==> src/ats_consts.svh <==
// constants for the acquisition trigger select block
`ifndef ATS_CONSTS_SVH
`define ATS_CONSTS_SVH
`define ATS_SRC_W 2
`define ATS_SRC_SW 2'h0
`define ATS_SRC_DIN 2'h1
`define ATS_SRC_PULSE 2'h2
`define ATS_SRC_POS 2'h3
`define ATS_CNT_W 32
`define ATS_POS_W 32
`define ATS_SCAN_W 24
`define ATS_SCAN_RST 24'h000000
`endif

==> src/ats_pkg.sv <==
// types for the acquisition trigger select block
`include "ats_consts.svh"
package ats_pkg;
  typedef enum logic [1:0] {
    ATS_IDLE = 2'b00,
    ATS_ACQ = 2'b01
  } ats_state_type;
  typedef struct packed {
    logic [`ATS_SRC_W-1:0] src;
    logic din_falling;
    logic retrig_en;
    logic [`ATS_SCAN_W-1:0] post_trigger_scan_count;
    logic [`ATS_CNT_W-1:0] pulse_threshold;
    logic [`ATS_POS_W-1:0] pos_compare;
  } ats_cfg_type;
endpackage : ats_pkg

==> src/ats_quad_decoder.sv <==
// x4 quadrature decoder with position comparator
`include "ats_consts.svh"
module ats_quad_decoder (
  // clock and reset
  input wire logic sys_clk_i,
  input wire logic resetn_i,
  // encoder phases, already synchronised
  input wire logic phase_a_i,
  input wire logic phase_b_i,
  input wire logic pos_clear_i,
  input wire logic [`ATS_POS_W-1:0] pos_compare_i,
  // results
  output logic [`ATS_POS_W-1:0] position_o,
  output logic pos_match_o
);
  logic a_r, b_r, a_nxt, b_nxt;
  logic [`ATS_POS_W-1:0] pos_r, pos_nxt;
  logic match_r, match_nxt;

  always_comb begin
    a_nxt = phase_a_i;
    b_nxt = phase_b_i;
    pos_nxt = pos_r;
    // every edge on either phase counts, direction from phase relation
    if (pos_clear_i) begin
      pos_nxt = '0;
    end else if ((a_r ^ phase_a_i) || (b_r ^ phase_b_i)) begin
      if ((a_r ^ phase_b_i) && !(b_r ^ phase_a_i)) begin
        pos_nxt = pos_r + `ATS_POS_W'(1);
      end else if ((b_r ^ phase_a_i) && !(a_r ^ phase_b_i)) begin
        pos_nxt = pos_r - `ATS_POS_W'(1);
      end
    end
    // one pulse each time the count arrives on the compare value
    match_nxt = (pos_nxt == pos_compare_i) && (pos_nxt != pos_r);
  end

  always_ff @(posedge sys_clk_i or negedge resetn_i) begin
    if (!resetn_i) begin
      a_r <= 1'b0;
      b_r <= 1'b0;
      pos_r <= '0;
      match_r <= 1'b0;
    end else begin
      a_r <= a_nxt;
      b_r <= b_nxt;
      pos_r <= pos_nxt;
      match_r <= match_nxt;
    end
  end

  assign position_o = pos_r;
  assign pos_match_o = match_r;
endmodule : ats_quad_decoder

==> src/ats_trigger_select.sv <==
// acquisition trigger select: source choice, comparators and post-trigger control
// ****************************************************************
// Overview of operation
// four trigger sources exist: software, digital input 0 edge, pulse and position compare.
// only the one selected source can start an acquisition.
// acquisition starts the cycle after the trigger and collects the programmed scan count.
// with software selected, the start command triggers at once.
// with digital selected, the chosen rising or falling edge of input 0 triggers.
// a new digital edge is taken only after the scans finish, and with re-trigger off only after a stop or start command rearms.
// the pulse comparator fires once the generated pulse count reaches the threshold.
// used as a delay, acquisition starts right when count times period has elapsed.
// a restarted pulse generator may re-trigger after the scans finish when re-trigger is on.
// the position comparator fires each time the decoder count equals the compare value.
// the decoder counts every edge of either phase for four-times resolution.
// repeated position matches re-trigger only after the scans finish, with re-trigger on or after a stop or start command rearms.
// a trigger during an acquisition is dropped, never queued.
// ****************************************************************
`include "ats_consts.svh"
module ats_trigger_select
  import ats_pkg::*;
(
  // clock and reset
  input wire logic sys_clk_i,
  input wire logic resetn_i,
  // host configuration and commands
  input wire ats_pkg::ats_cfg_type cfg_i,
  input wire logic sw_start_i,
  input wire logic acq_stop_i,
  input wire logic pos_clear_i,
  // pins from outside the clock domain
  input wire logic din0_i,
  input wire logic enc_a_i,
  input wire logic enc_b_i,
  // pulse-command generator events
  input wire logic pulse_gen_start_i,
  input wire logic pulse_out_i,
  // acquisition sequencer
  input wire logic scan_done_i,
  output logic acq_start_o,
  output logic acq_busy_o,
  output logic [`ATS_SCAN_W-1:0] scans_left_o,
  // status
  output logic [`ATS_CNT_W-1:0] pulse_count_o,
  output logic [`ATS_POS_W-1:0] position_o,
  output logic trig_seen_o
);
  import ats_pkg::*;

  // ****************************************************************
  // pin synchronisers
  // ****************************************************************
  logic [2:0] pin_s1_r, pin_s2_r;
  logic [2:0] pin_s1_nxt;
  logic [2:0] fill_r, fill_nxt;
  logic pins_ok;
  assign pin_s1_nxt = {enc_b_i, enc_a_i, din0_i};
  // edges ignored until real pin levels reach the last stage,
  // else a pin idling high looks like an edge right after reset
  assign fill_nxt = {fill_r[1:0], 1'b1};
  assign pins_ok = fill_r[2];

  always_ff @(posedge sys_clk_i or negedge resetn_i) begin
    if (!resetn_i) begin
      pin_s1_r <= 3'h0;
      pin_s2_r <= 3'h0;
      fill_r <= 3'h0;
    end else begin
      pin_s1_r <= pin_s1_nxt;
      pin_s2_r <= pin_s1_r;
      fill_r <= fill_nxt;
    end
  end

  // ****************************************************************
  // edge detect on digital input 0
  // ****************************************************************
  logic din_d_r, din_d_nxt;
  logic din_rise, din_fall;
  logic din_edge;
  assign din_d_nxt = pin_s2_r[0];
  assign din_rise = ~din_d_r & pin_s2_r[0];
  assign din_fall = din_d_r & ~pin_s2_r[0];
  // polarity picked by software
  assign din_edge = pins_ok & (cfg_i.din_falling ? din_fall : din_rise);

  always_ff @(posedge sys_clk_i or negedge resetn_i) begin
    if (!resetn_i) begin
      din_d_r <= 1'b0;
    end else begin
      din_d_r <= din_d_nxt;
    end
  end

  // ****************************************************************
  // pulse comparator
  // ****************************************************************
  logic [`ATS_CNT_W-1:0] pcount_r, pcount_nxt;
  logic pfired_r, pfired_nxt;
  logic pulse_hit;

  always_comb begin
    pcount_nxt = pcount_r;
    pfired_nxt = pfired_r;
    pulse_hit = 1'b0;
    // generator restart rearms the comparator, no acquisition stop needed
    if (pulse_gen_start_i) begin
      pcount_nxt = '0;
      pfired_nxt = 1'b0;
    end else if (pulse_out_i) begin
      pcount_nxt = pcount_r + `ATS_CNT_W'(1);
      // fires on the pulse that completes count x period, no extra delay
      if (!pfired_r && pcount_nxt >= cfg_i.pulse_threshold) begin
        pulse_hit = 1'b1;
        pfired_nxt = 1'b1;
      end
    end
  end

  always_ff @(posedge sys_clk_i or negedge resetn_i) begin
    if (!resetn_i) begin
      pcount_r <= '0;
      pfired_r <= 1'b0;
    end else begin
      pcount_r <= pcount_nxt;
      pfired_r <= pfired_nxt;
    end
  end

  // ****************************************************************
  // position comparator
  // ****************************************************************
  logic pos_hit;
  logic dec_clear;
  // decoder takes the settled phase levels before counting starts
  assign dec_clear = pos_clear_i | ~pins_ok;

  ats_quad_decoder u_decoder (
    .sys_clk_i(sys_clk_i),
    .resetn_i(resetn_i),
    .phase_a_i(pin_s2_r[1]),
    .phase_b_i(pin_s2_r[2]),
    .pos_clear_i(dec_clear),
    .pos_compare_i(cfg_i.pos_compare),
    .position_o(position_o),
    .pos_match_o(pos_hit)
  );

  // ****************************************************************
  // source select and acquisition control
  // ****************************************************************
  ats_state_type state_r, state_nxt;
  logic [`ATS_SCAN_W-1:0] left_r, left_nxt;
  logic armed_r, armed_nxt;
  logic start_r, start_nxt;
  logic seen_r, seen_nxt;
  logic trig;

  // one mux, so a source that is not selected can never start
  always_comb begin
    case (cfg_i.src)
      `ATS_SRC_SW: trig = sw_start_i;
      `ATS_SRC_DIN: trig = din_edge;
      `ATS_SRC_PULSE: trig = pulse_hit;
      default: trig = pos_hit;
    endcase
  end

  always_comb begin
    state_nxt = state_r;
    left_nxt = left_r;
    armed_nxt = armed_r;
    start_nxt = 1'b0;
    seen_nxt = seen_r | trig;
    case (state_r)
      ATS_IDLE: begin
        // without re-trigger only the first trigger after arming counts
        // the start command is itself a host request, so it needs no arming
        if (trig && (armed_r || cfg_i.src == `ATS_SRC_SW) &&
            cfg_i.post_trigger_scan_count != `ATS_SCAN_RST) begin
          state_nxt = ATS_ACQ;
          left_nxt = cfg_i.post_trigger_scan_count;
          start_nxt = 1'b1;
          armed_nxt = cfg_i.retrig_en;
        end
      end
      ATS_ACQ: begin
        // triggers here fall through unused, nothing is queued
        if (acq_stop_i) begin
          state_nxt = ATS_IDLE;
          left_nxt = `ATS_SCAN_RST;
        end else if (scan_done_i) begin
          left_nxt = left_r - `ATS_SCAN_W'(1);
          if (left_r == `ATS_SCAN_W'(1)) begin
            state_nxt = ATS_IDLE;
          end
        end
      end
      default: state_nxt = ATS_IDLE;
    endcase
    // stop, or software start while idle, rearms a one-shot run
    if (acq_stop_i || (sw_start_i && state_r == ATS_IDLE)) begin
      armed_nxt = 1'b1;
    end
  end

  always_ff @(posedge sys_clk_i or negedge resetn_i) begin
    if (!resetn_i) begin
      state_r <= ATS_IDLE;
      left_r <= `ATS_SCAN_RST;
      armed_r <= 1'b1;
      start_r <= 1'b0;
      seen_r <= 1'b0;
    end else begin
      state_r <= state_nxt;
      left_r <= left_nxt;
      armed_r <= armed_nxt;
      start_r <= start_nxt;
      seen_r <= seen_nxt;
    end
  end

  assign acq_start_o = start_r;
  assign acq_busy_o = (state_r == ATS_ACQ);
  assign scans_left_o = left_r;
  assign pulse_count_o = pcount_r;
  assign trig_seen_o = seen_r;
endmodule : ats_trigger_select

==> config.mk <==
export PLATFORM = sky130hd
export DESIGN_NAME = ats_trigger_select
export DESIGN_NICKNAME = d
export VERILOG_FILES = /design/src/ats_pkg.sv /design/src/ats_quad_decoder.sv /design/src/ats_trigger_select.sv
export VERILOG_INCLUDE_DIRS = /design/src /design/src/src
export SDC_FILE = /design/constraint.sdc
export NUM_CORES = 1
export LEC_CHECK = 0
export ABC_AREA = 1
export BUFFER_PORTS_ARGS = -buffer_cell sky130_fd_sc_hd__buf_4
export CAP_MARGIN = 20
export CORE_MARGIN = 2
export CORE_UTILIZATION = 60
export DETAILED_ROUTE_END_ITERATION = 7
export PLACE_DENSITY = 0.86
export RECOVER_POWER = 100
export SYNTH_ARGS = -nofsm -noshare
export SYNTH_HDL_FRONTEND = slang
export SYNTH_SLANG_ARGS = --single-unit
==> constraint.sdc <==
create_clock -name sys_clk_i -period 5.75 [get_ports sys_clk_i]
set_input_delay 0.2875 -clock sys_clk_i [delete_from_list [all_inputs] [get_ports sys_clk_i]]
set_output_delay 0.2875 -clock sys_clk_i [all_outputs]
set_load 0.02 [all_outputs]
* Yosys cells after proc, flatten, opt, wreduce, memory -nomap -nowiden
Cells that the tools add are included. Widths: inputs -> output; s select.
Operators by class: add/sub/neg operators 4, $lt $le $gt $ge 1, equality and inequality tests 9, mux-type cells 28, bitwise operators 12, reduce and logical (&&, ||, !) cells 25
Operators with widths (count):
- $mux 32 | 6
- $mux 24 | 3
- $add 32x1->32 const B | 2
- $pmux 24 s2 | 1
- $eq 32x32->1 | 1
- $ge 32x32->1 | 1
- $ne 32x32->1 | 1
- $sub 32x1->32 const B | 1
- $eq 24x1->1 const B | 1
- $reduce_bool 24->1 | 1
- $sub 24x1->24 const B | 1
- $mux 1 | 12
- $reduce_bool 2->1 | 5
- $mux 2 | 4
- $logic_and 1x1->1 | 7
- $reduce_and 3->1 | 2
- $eq 2x1->1 const B | 2
- $logic_not 2->1 | 2
- $pmux 2 s2 | 1
- $reduce_and 2->1 | 2
- $xor 1x1->1 | 4
- $and 1x1->1 | 3
- $logic_not 1->1 | 3
- $logic_or 1x1->1 | 3
- 7 further kinds | 10
Word-level totals: register bits after elaboration 107, output and inout port bits 91

* Logic depth before layout (Yosys ltp)
depth in word-level cells 12, mapped depth 28, mapped depth without buffers 27

* By module
From an unflattened synthesis, not the netlist that was laid out.
Unflattened totals: cell total of the unflattened synthesis 1528, area total of the unflattened synthesis 9577.9 um^2
Modules (own cells, without submodules):
- ats_trigger_select | times used 1, cells an instance 745, area an instance 5295.1 um^2
- ats_quad_decoder | times used 1, cells an instance 783, area an instance 4282.9 um^2

* Worst setup path after synthesis
Ideal clock, no wire load.
kind reg-to-reg, start register pcount_r[0] (netlist: pulse_count_o[0]), end register left_r[10] (netlist: scans_left_o[10]), library setup time 66 ps, arrival time 3672 ps, data required time 5684 ps, path slack 2012 ps, stages on the path, launching flop included 29, path buffers 1, path through dfrtp_1 -> ha_1 -> nand2_1 -> nor3_2 -> nand4_1 -> nor2_1 -> nand2_1 -> inv_1 -> nand3_2 -> nor3_4 -> nand4_1 -> nand2_1 -> inv_1 -> nor2_1 -> inv_1 -> ha_1 -> nand4_1 -> nor3_1 -> inv_1 -> a21oi_1 -> nor2_1 -> nand2_1 -> nand3_1 -> nand2_1 -> nand3_1 -> nand2_1 -> buf_2 -> nand2_1 -> nand2_1
On the way: longest elaborated chain between the ends 11
RTL lines:
- from (decl) | RTL line ats_trigger_select.sv:97 | logic [`ATS_CNT_W-1:0] pcount_r, pcount_nxt;
- from (signal assigned) | RTL line ats_trigger_select.sv:124 | pcount_r <= pcount_nxt;
- $add 32x1->32 | RTL line ats_trigger_select.sv:110 | pcount_nxt = pcount_r + `ATS_CNT_W'(1);
- $ge 32x32->1 | RTL line ats_trigger_select.sv:112 | if (!pfired_r && pcount_nxt >= cfg_i.pulse_threshold) begin
- $logic_and 1x1->1 | RTL line ats_trigger_select.sv:112
- $mux 1 | RTL line ats_trigger_select.sv:112
- $mux 1 | RTL line ats_trigger_select.sv:109 | end else if (pulse_out_i) begin
- $mux 1 | RTL line ats_trigger_select.sv:106 | if (pulse_gen_start_i) begin
- $pmux 1 s3 | RTL line ats_trigger_select.sv:160 | case (cfg_i.src)
- $logic_and 1x1->1 | RTL line ats_trigger_select.sv:178 | if (trig && (armed_r || cfg_i.src == `ATS_SRC_SW) &&
- $logic_and 1x1->1 (no source line)
- $ne 2x2->1 (no source line)
- $reduce_and 3->1 (no source line)
- to (signal assigned) | RTL line ats_trigger_select.sv:209 | left_r <= `ATS_SCAN_RST;
- to (signal assigned) | RTL line ats_trigger_select.sv:215 | left_r <= left_nxt;
- to (decl) | RTL line ats_trigger_select.sv:152 | logic [`ATS_SCAN_W-1:0] left_r, left_nxt;
No other way between the ends. A chain may end at the register's enable or synchronous reset.

* Final worst setup path
start register pcount_r[2] (netlist: pulse_count_o[2]), end register left_r[19] (netlist: scans_left_o[19])
The elaborated chain is that of the path after synthesis.

==> flow_metrics.env <==
export IMPL_n_antenna_cell=0
export IMPL_synth_edf_count=0
export IMPL_synthesis_area_sq_um=9250
export IMPL_hold_violations=0
export IMPL_worstHoldStart="din0_i"
export IMPL_powerDensity_nw_per_um2=235
export IMPL_rsz0062_at_grt="no"
export IMPL_syn_nets=1597
export IMPL_clock_skew_ps=7.16
export IMPL_min_path_cells=1
export IMPL_gr_usage_all_layers_pct=33.9
export IMPL_ir_drop_mv=0.180
export IMPL_drt_iter0_drc=954
export IMPL_vias_per_cell=5.59
export IMPL_final_common_cell="nand2_1"
export IMPL_grt_pass1_wl_mm=44.6
export IMPL_die_width_um=128
export IMPL_path_max_fanout=28
export IMPL_placed_cell_area_sq_um=10800
export IMPL_die_area_sq_um=16400
export IMPL_max_freq_mhz=205
export IMPL_synth_area_top_cells="dfrtp_1 28%, nand2_1 17%, inv_1 11%"
export IMPL_cts_tree="built"
export IMPL_endpoint_kind="flop"
export IMPL_final_core_util_pct=70.0
export IMPL_slowest_stage="nand2_1"
export IMPL_syn_to_final_growth_pct=14.7
export IMPL_fin_crit_sh_pct=84.9
export IMPL_crit_type="flop to flop"
export IMPL_final_cell_mix="425 x nand2_1, 264 x inv_1, 147 x nor2_1, 129 x nand3_1, 105 x dfrtp_1"
export IMPL_required_ps=6010
export IMPL_grt_overflow_total=0
export IMPL_hold_buffers=1
export IMPL_ys_ff_latch=106
export IMPL_core_sq_um=15100
export IMPL_nFillCells=1441
export IMPL_violations="design-rule violations, max-capacitance violations, max-slew violations"
export IMPL_hold_path_endpoint="pin_s1_r[0]$_DFF_PN0_"
export IMPL_clkTransAtPathRegs_ps=80
export IMPL_slew_violations=101
export IMPL_htree_levels=3
export IMPL_antenna_found_initial=0
export IMPL_hp_class="input pin to flop"
export IMPL_drc=2
export IMPL_clockRootBuffer="clkbuf_16"
export IMPL_timing_hold_ws_ps=47.2
export IMPL_reg2regPathDepth=26
export IMPL_slowest_delay_ps=600
export IMPL_cts_inserted_buffers=9
export IMPL_synth_async_reset_ratio_pct=100
export IMPL_hpwl_mm=21.3
export IMPL_dpl_cell_count=1811
export IMPL_period_needed_ps=4880
export IMPL_synthFlopType="dfrtp_1"
export IMPL_io_buffers=193
export IMPL_worst_slew_pin_slew_ps=2990
export IMPL_drt_pass1_iterations=8
export IMPL_tns_ps=0
export IMPL_drv_cap=2
export IMPL_nets=1775
export IMPL_drive_gt1_share_pct=10.0
export IMPL_synth_top_area_cell="dfrtp_1"
export IMPL_io_pins=194
export IMPL_slew_limit_headroom_pct=-99.1
export IMPL_gp_congestion=0.976
export IMPL_setup_viol=0
export IMPL_fin_area_sq_um=10600
export IMPL_ff2ff_setup_slack_ps=870
export IMPL_synth_cells=1457
export IMPL_seq_area_frac_synth_pct=28.7
export IMPL_r2r_start="pulse_count_o[2]$_DFFE_PN0P_"
export IMPL_grt_pass1_vias=9529
export IMPL_postCtsResizedCells=0
export IMPL_reg2reg_to="scans_left_o[19]$_DFFE_PN0P_"
export IMPL_yosys_warnings=0
export IMPL_dr_total_vias=10200
export IMPL_start_util_pct=61.1
export IMPL_synth_cell_types=55
export IMPL_grt_start_max_net_pins=55
export IMPL_cts_sinks=106
export IMPL_cp_arrival_ps=5140
export IMPL_start_kind="flop"
export IMPL_drt_wl_total_mm=27.8
export IMPL_cts_setup_buffers=0
export IMPL_netlist_area_leader_share_pct=28.4
export IMPL_crit_top_cell="nand2_1"
export IMPL_fp_row_count=45
export IMPL_routedWlPerCell_um=15.2
export IMPL_fp_dieH_um=128
export IMPL_avgSynthCellArea_sq_um=6.35
export IMPL_ant_nets=0
export IMPL_status="complete, but fails checks"
export IMPL_power_leakage_uw=0.00599
export IMPL_clk_latency_ps=360
export IMPL_fin_cells=1828
export IMPL_clk_path_buf_depth=2
where the power goes:
group	leakage, uW	switching [uW]	internal (uW)
sequential	0.00140	142	826
clock	0.000127	308	297
combinational	0.00446	614	307
through the flow:
| stage | power, uW | worst slack [ps] |
|---|---|---|
| global placement | 1940 | 1460 |
| finish | 2490 | 867 |
| CTS | 2570 | 1160 |
| floorplan | 1600 | 2010 |
| global route | 2650 | 324 |
| detailed placement | 1960 | 1190 |
layer usage:
metal  track usage (%)  wire length, um  vias to the layer above
li1                  -                -                     4999
met1              42.9            11500                     4634
met2              56.3            13000                      503
met3              7.22             2220                       79
met4              14.5             1100                        0
met5                 0                0                        -
worst max path at each step:
stage / cells after the start / slack, ps / end / from
after global placement: 28 / 1460 / scans_left_o[17]$_DFFE_PN0P_ / pulse_count_o[0]$_DFFE_PN0P_
after CTS: 28 / 1160 / scans_left_o[3]$_DFFE_PN0P_ / pulse_count_o[0]$_DFFE_PN0P_
after global routing: 27 / 320 / scans_left_o[13]$_DFFE_PN0P_ / pulse_count_o[2]$_DFFE_PN0P_
after floorplan: 28 / 2010 / scans_left_o[10]$_DFFE_PN0P_ / pulse_count_o[0]$_DFFE_PN0P_
final: 26 / 870 / scans_left_o[19]$_DFFE_PN0P_ / pulse_count_o[2]$_DFFE_PN0P_
after detailed placement: 28 / 1190 / scans_left_o[21]$_DFFE_PN0P_ / pulse_count_o[0]$_DFFE_PN0P_
logic make-up after synthesis:
logic type,after synthesis,share of synthesized area (%)
other,1,0.0406
and+or+nand+nor,819,40.5
xor gates and xnor gates,30,2.84
adders and majority gates,37,5.01
buffers and inverters,305,13.0
AOI/OAI and AO/OA,159,9.96
DFF,106,28.7
registers in the layout, indices dropped and copies added (netlist names):
register and count:
state_r 1, acq_start_o 1, fill_r 3, pin_s1_r 3, scans_left_o 24, trig_seen_o 1
pfired_r 1, u_decoder.position_o 32, u_decoder.pos_match_o 1, pin_s2_r 3, u_decoder.b_r 1, u_decoder.a_r 1
armed_r 1, din_d_r 1, pulse_count_o 32
worst max-delay path: cells and delay by family (launching register included):
kind	cells	cell delay [ps]
AO/OA/AOI/OAI	3	640
adder cells (fa/ha/maj)	1	240
buffers and inverters	3	450
flip-flops	1	400
AND/OR/NAND/NOR	19	3020
synth_stat cells (3+ instances only):
cell	count
or2_2	3
nor3_2	3
nor3_1	15
nand2_1	417
o21ai_0	57
xor2_1	28
buf_4	3
a32o_1	4
nand2_2	10
nor2_1	141
nand3_2	8
o22ai_1	35
o21ai_1	13
a21oi_1	32
inv_1	262
nor2_2	14
dfrtp_1	105
clkinv_1	3
clkbuf_1	16
buf_6	5
nand3b_1	6
nor4_1	8
nor2_4	5
o31ai_1	3
nand3_1	126
ha_1	37
buf_2	7
nand4_1	46
nand2_4	5
inv_2	8
layout make-up:
class                   count  area, sq um  share of cell area, %
clock inverters             5         37.5                  0.354
inverters                 273         1020                   9.66
multi-input cells        1046         5280                   49.8
flip-flops and latches    106         2650                   25.0
well taps                 188          235                   2.22
clock buffers              11          233                   2.19
repair buffers            199         1140                   10.8
Note: power is estimated with default switching activity, not from simulation.
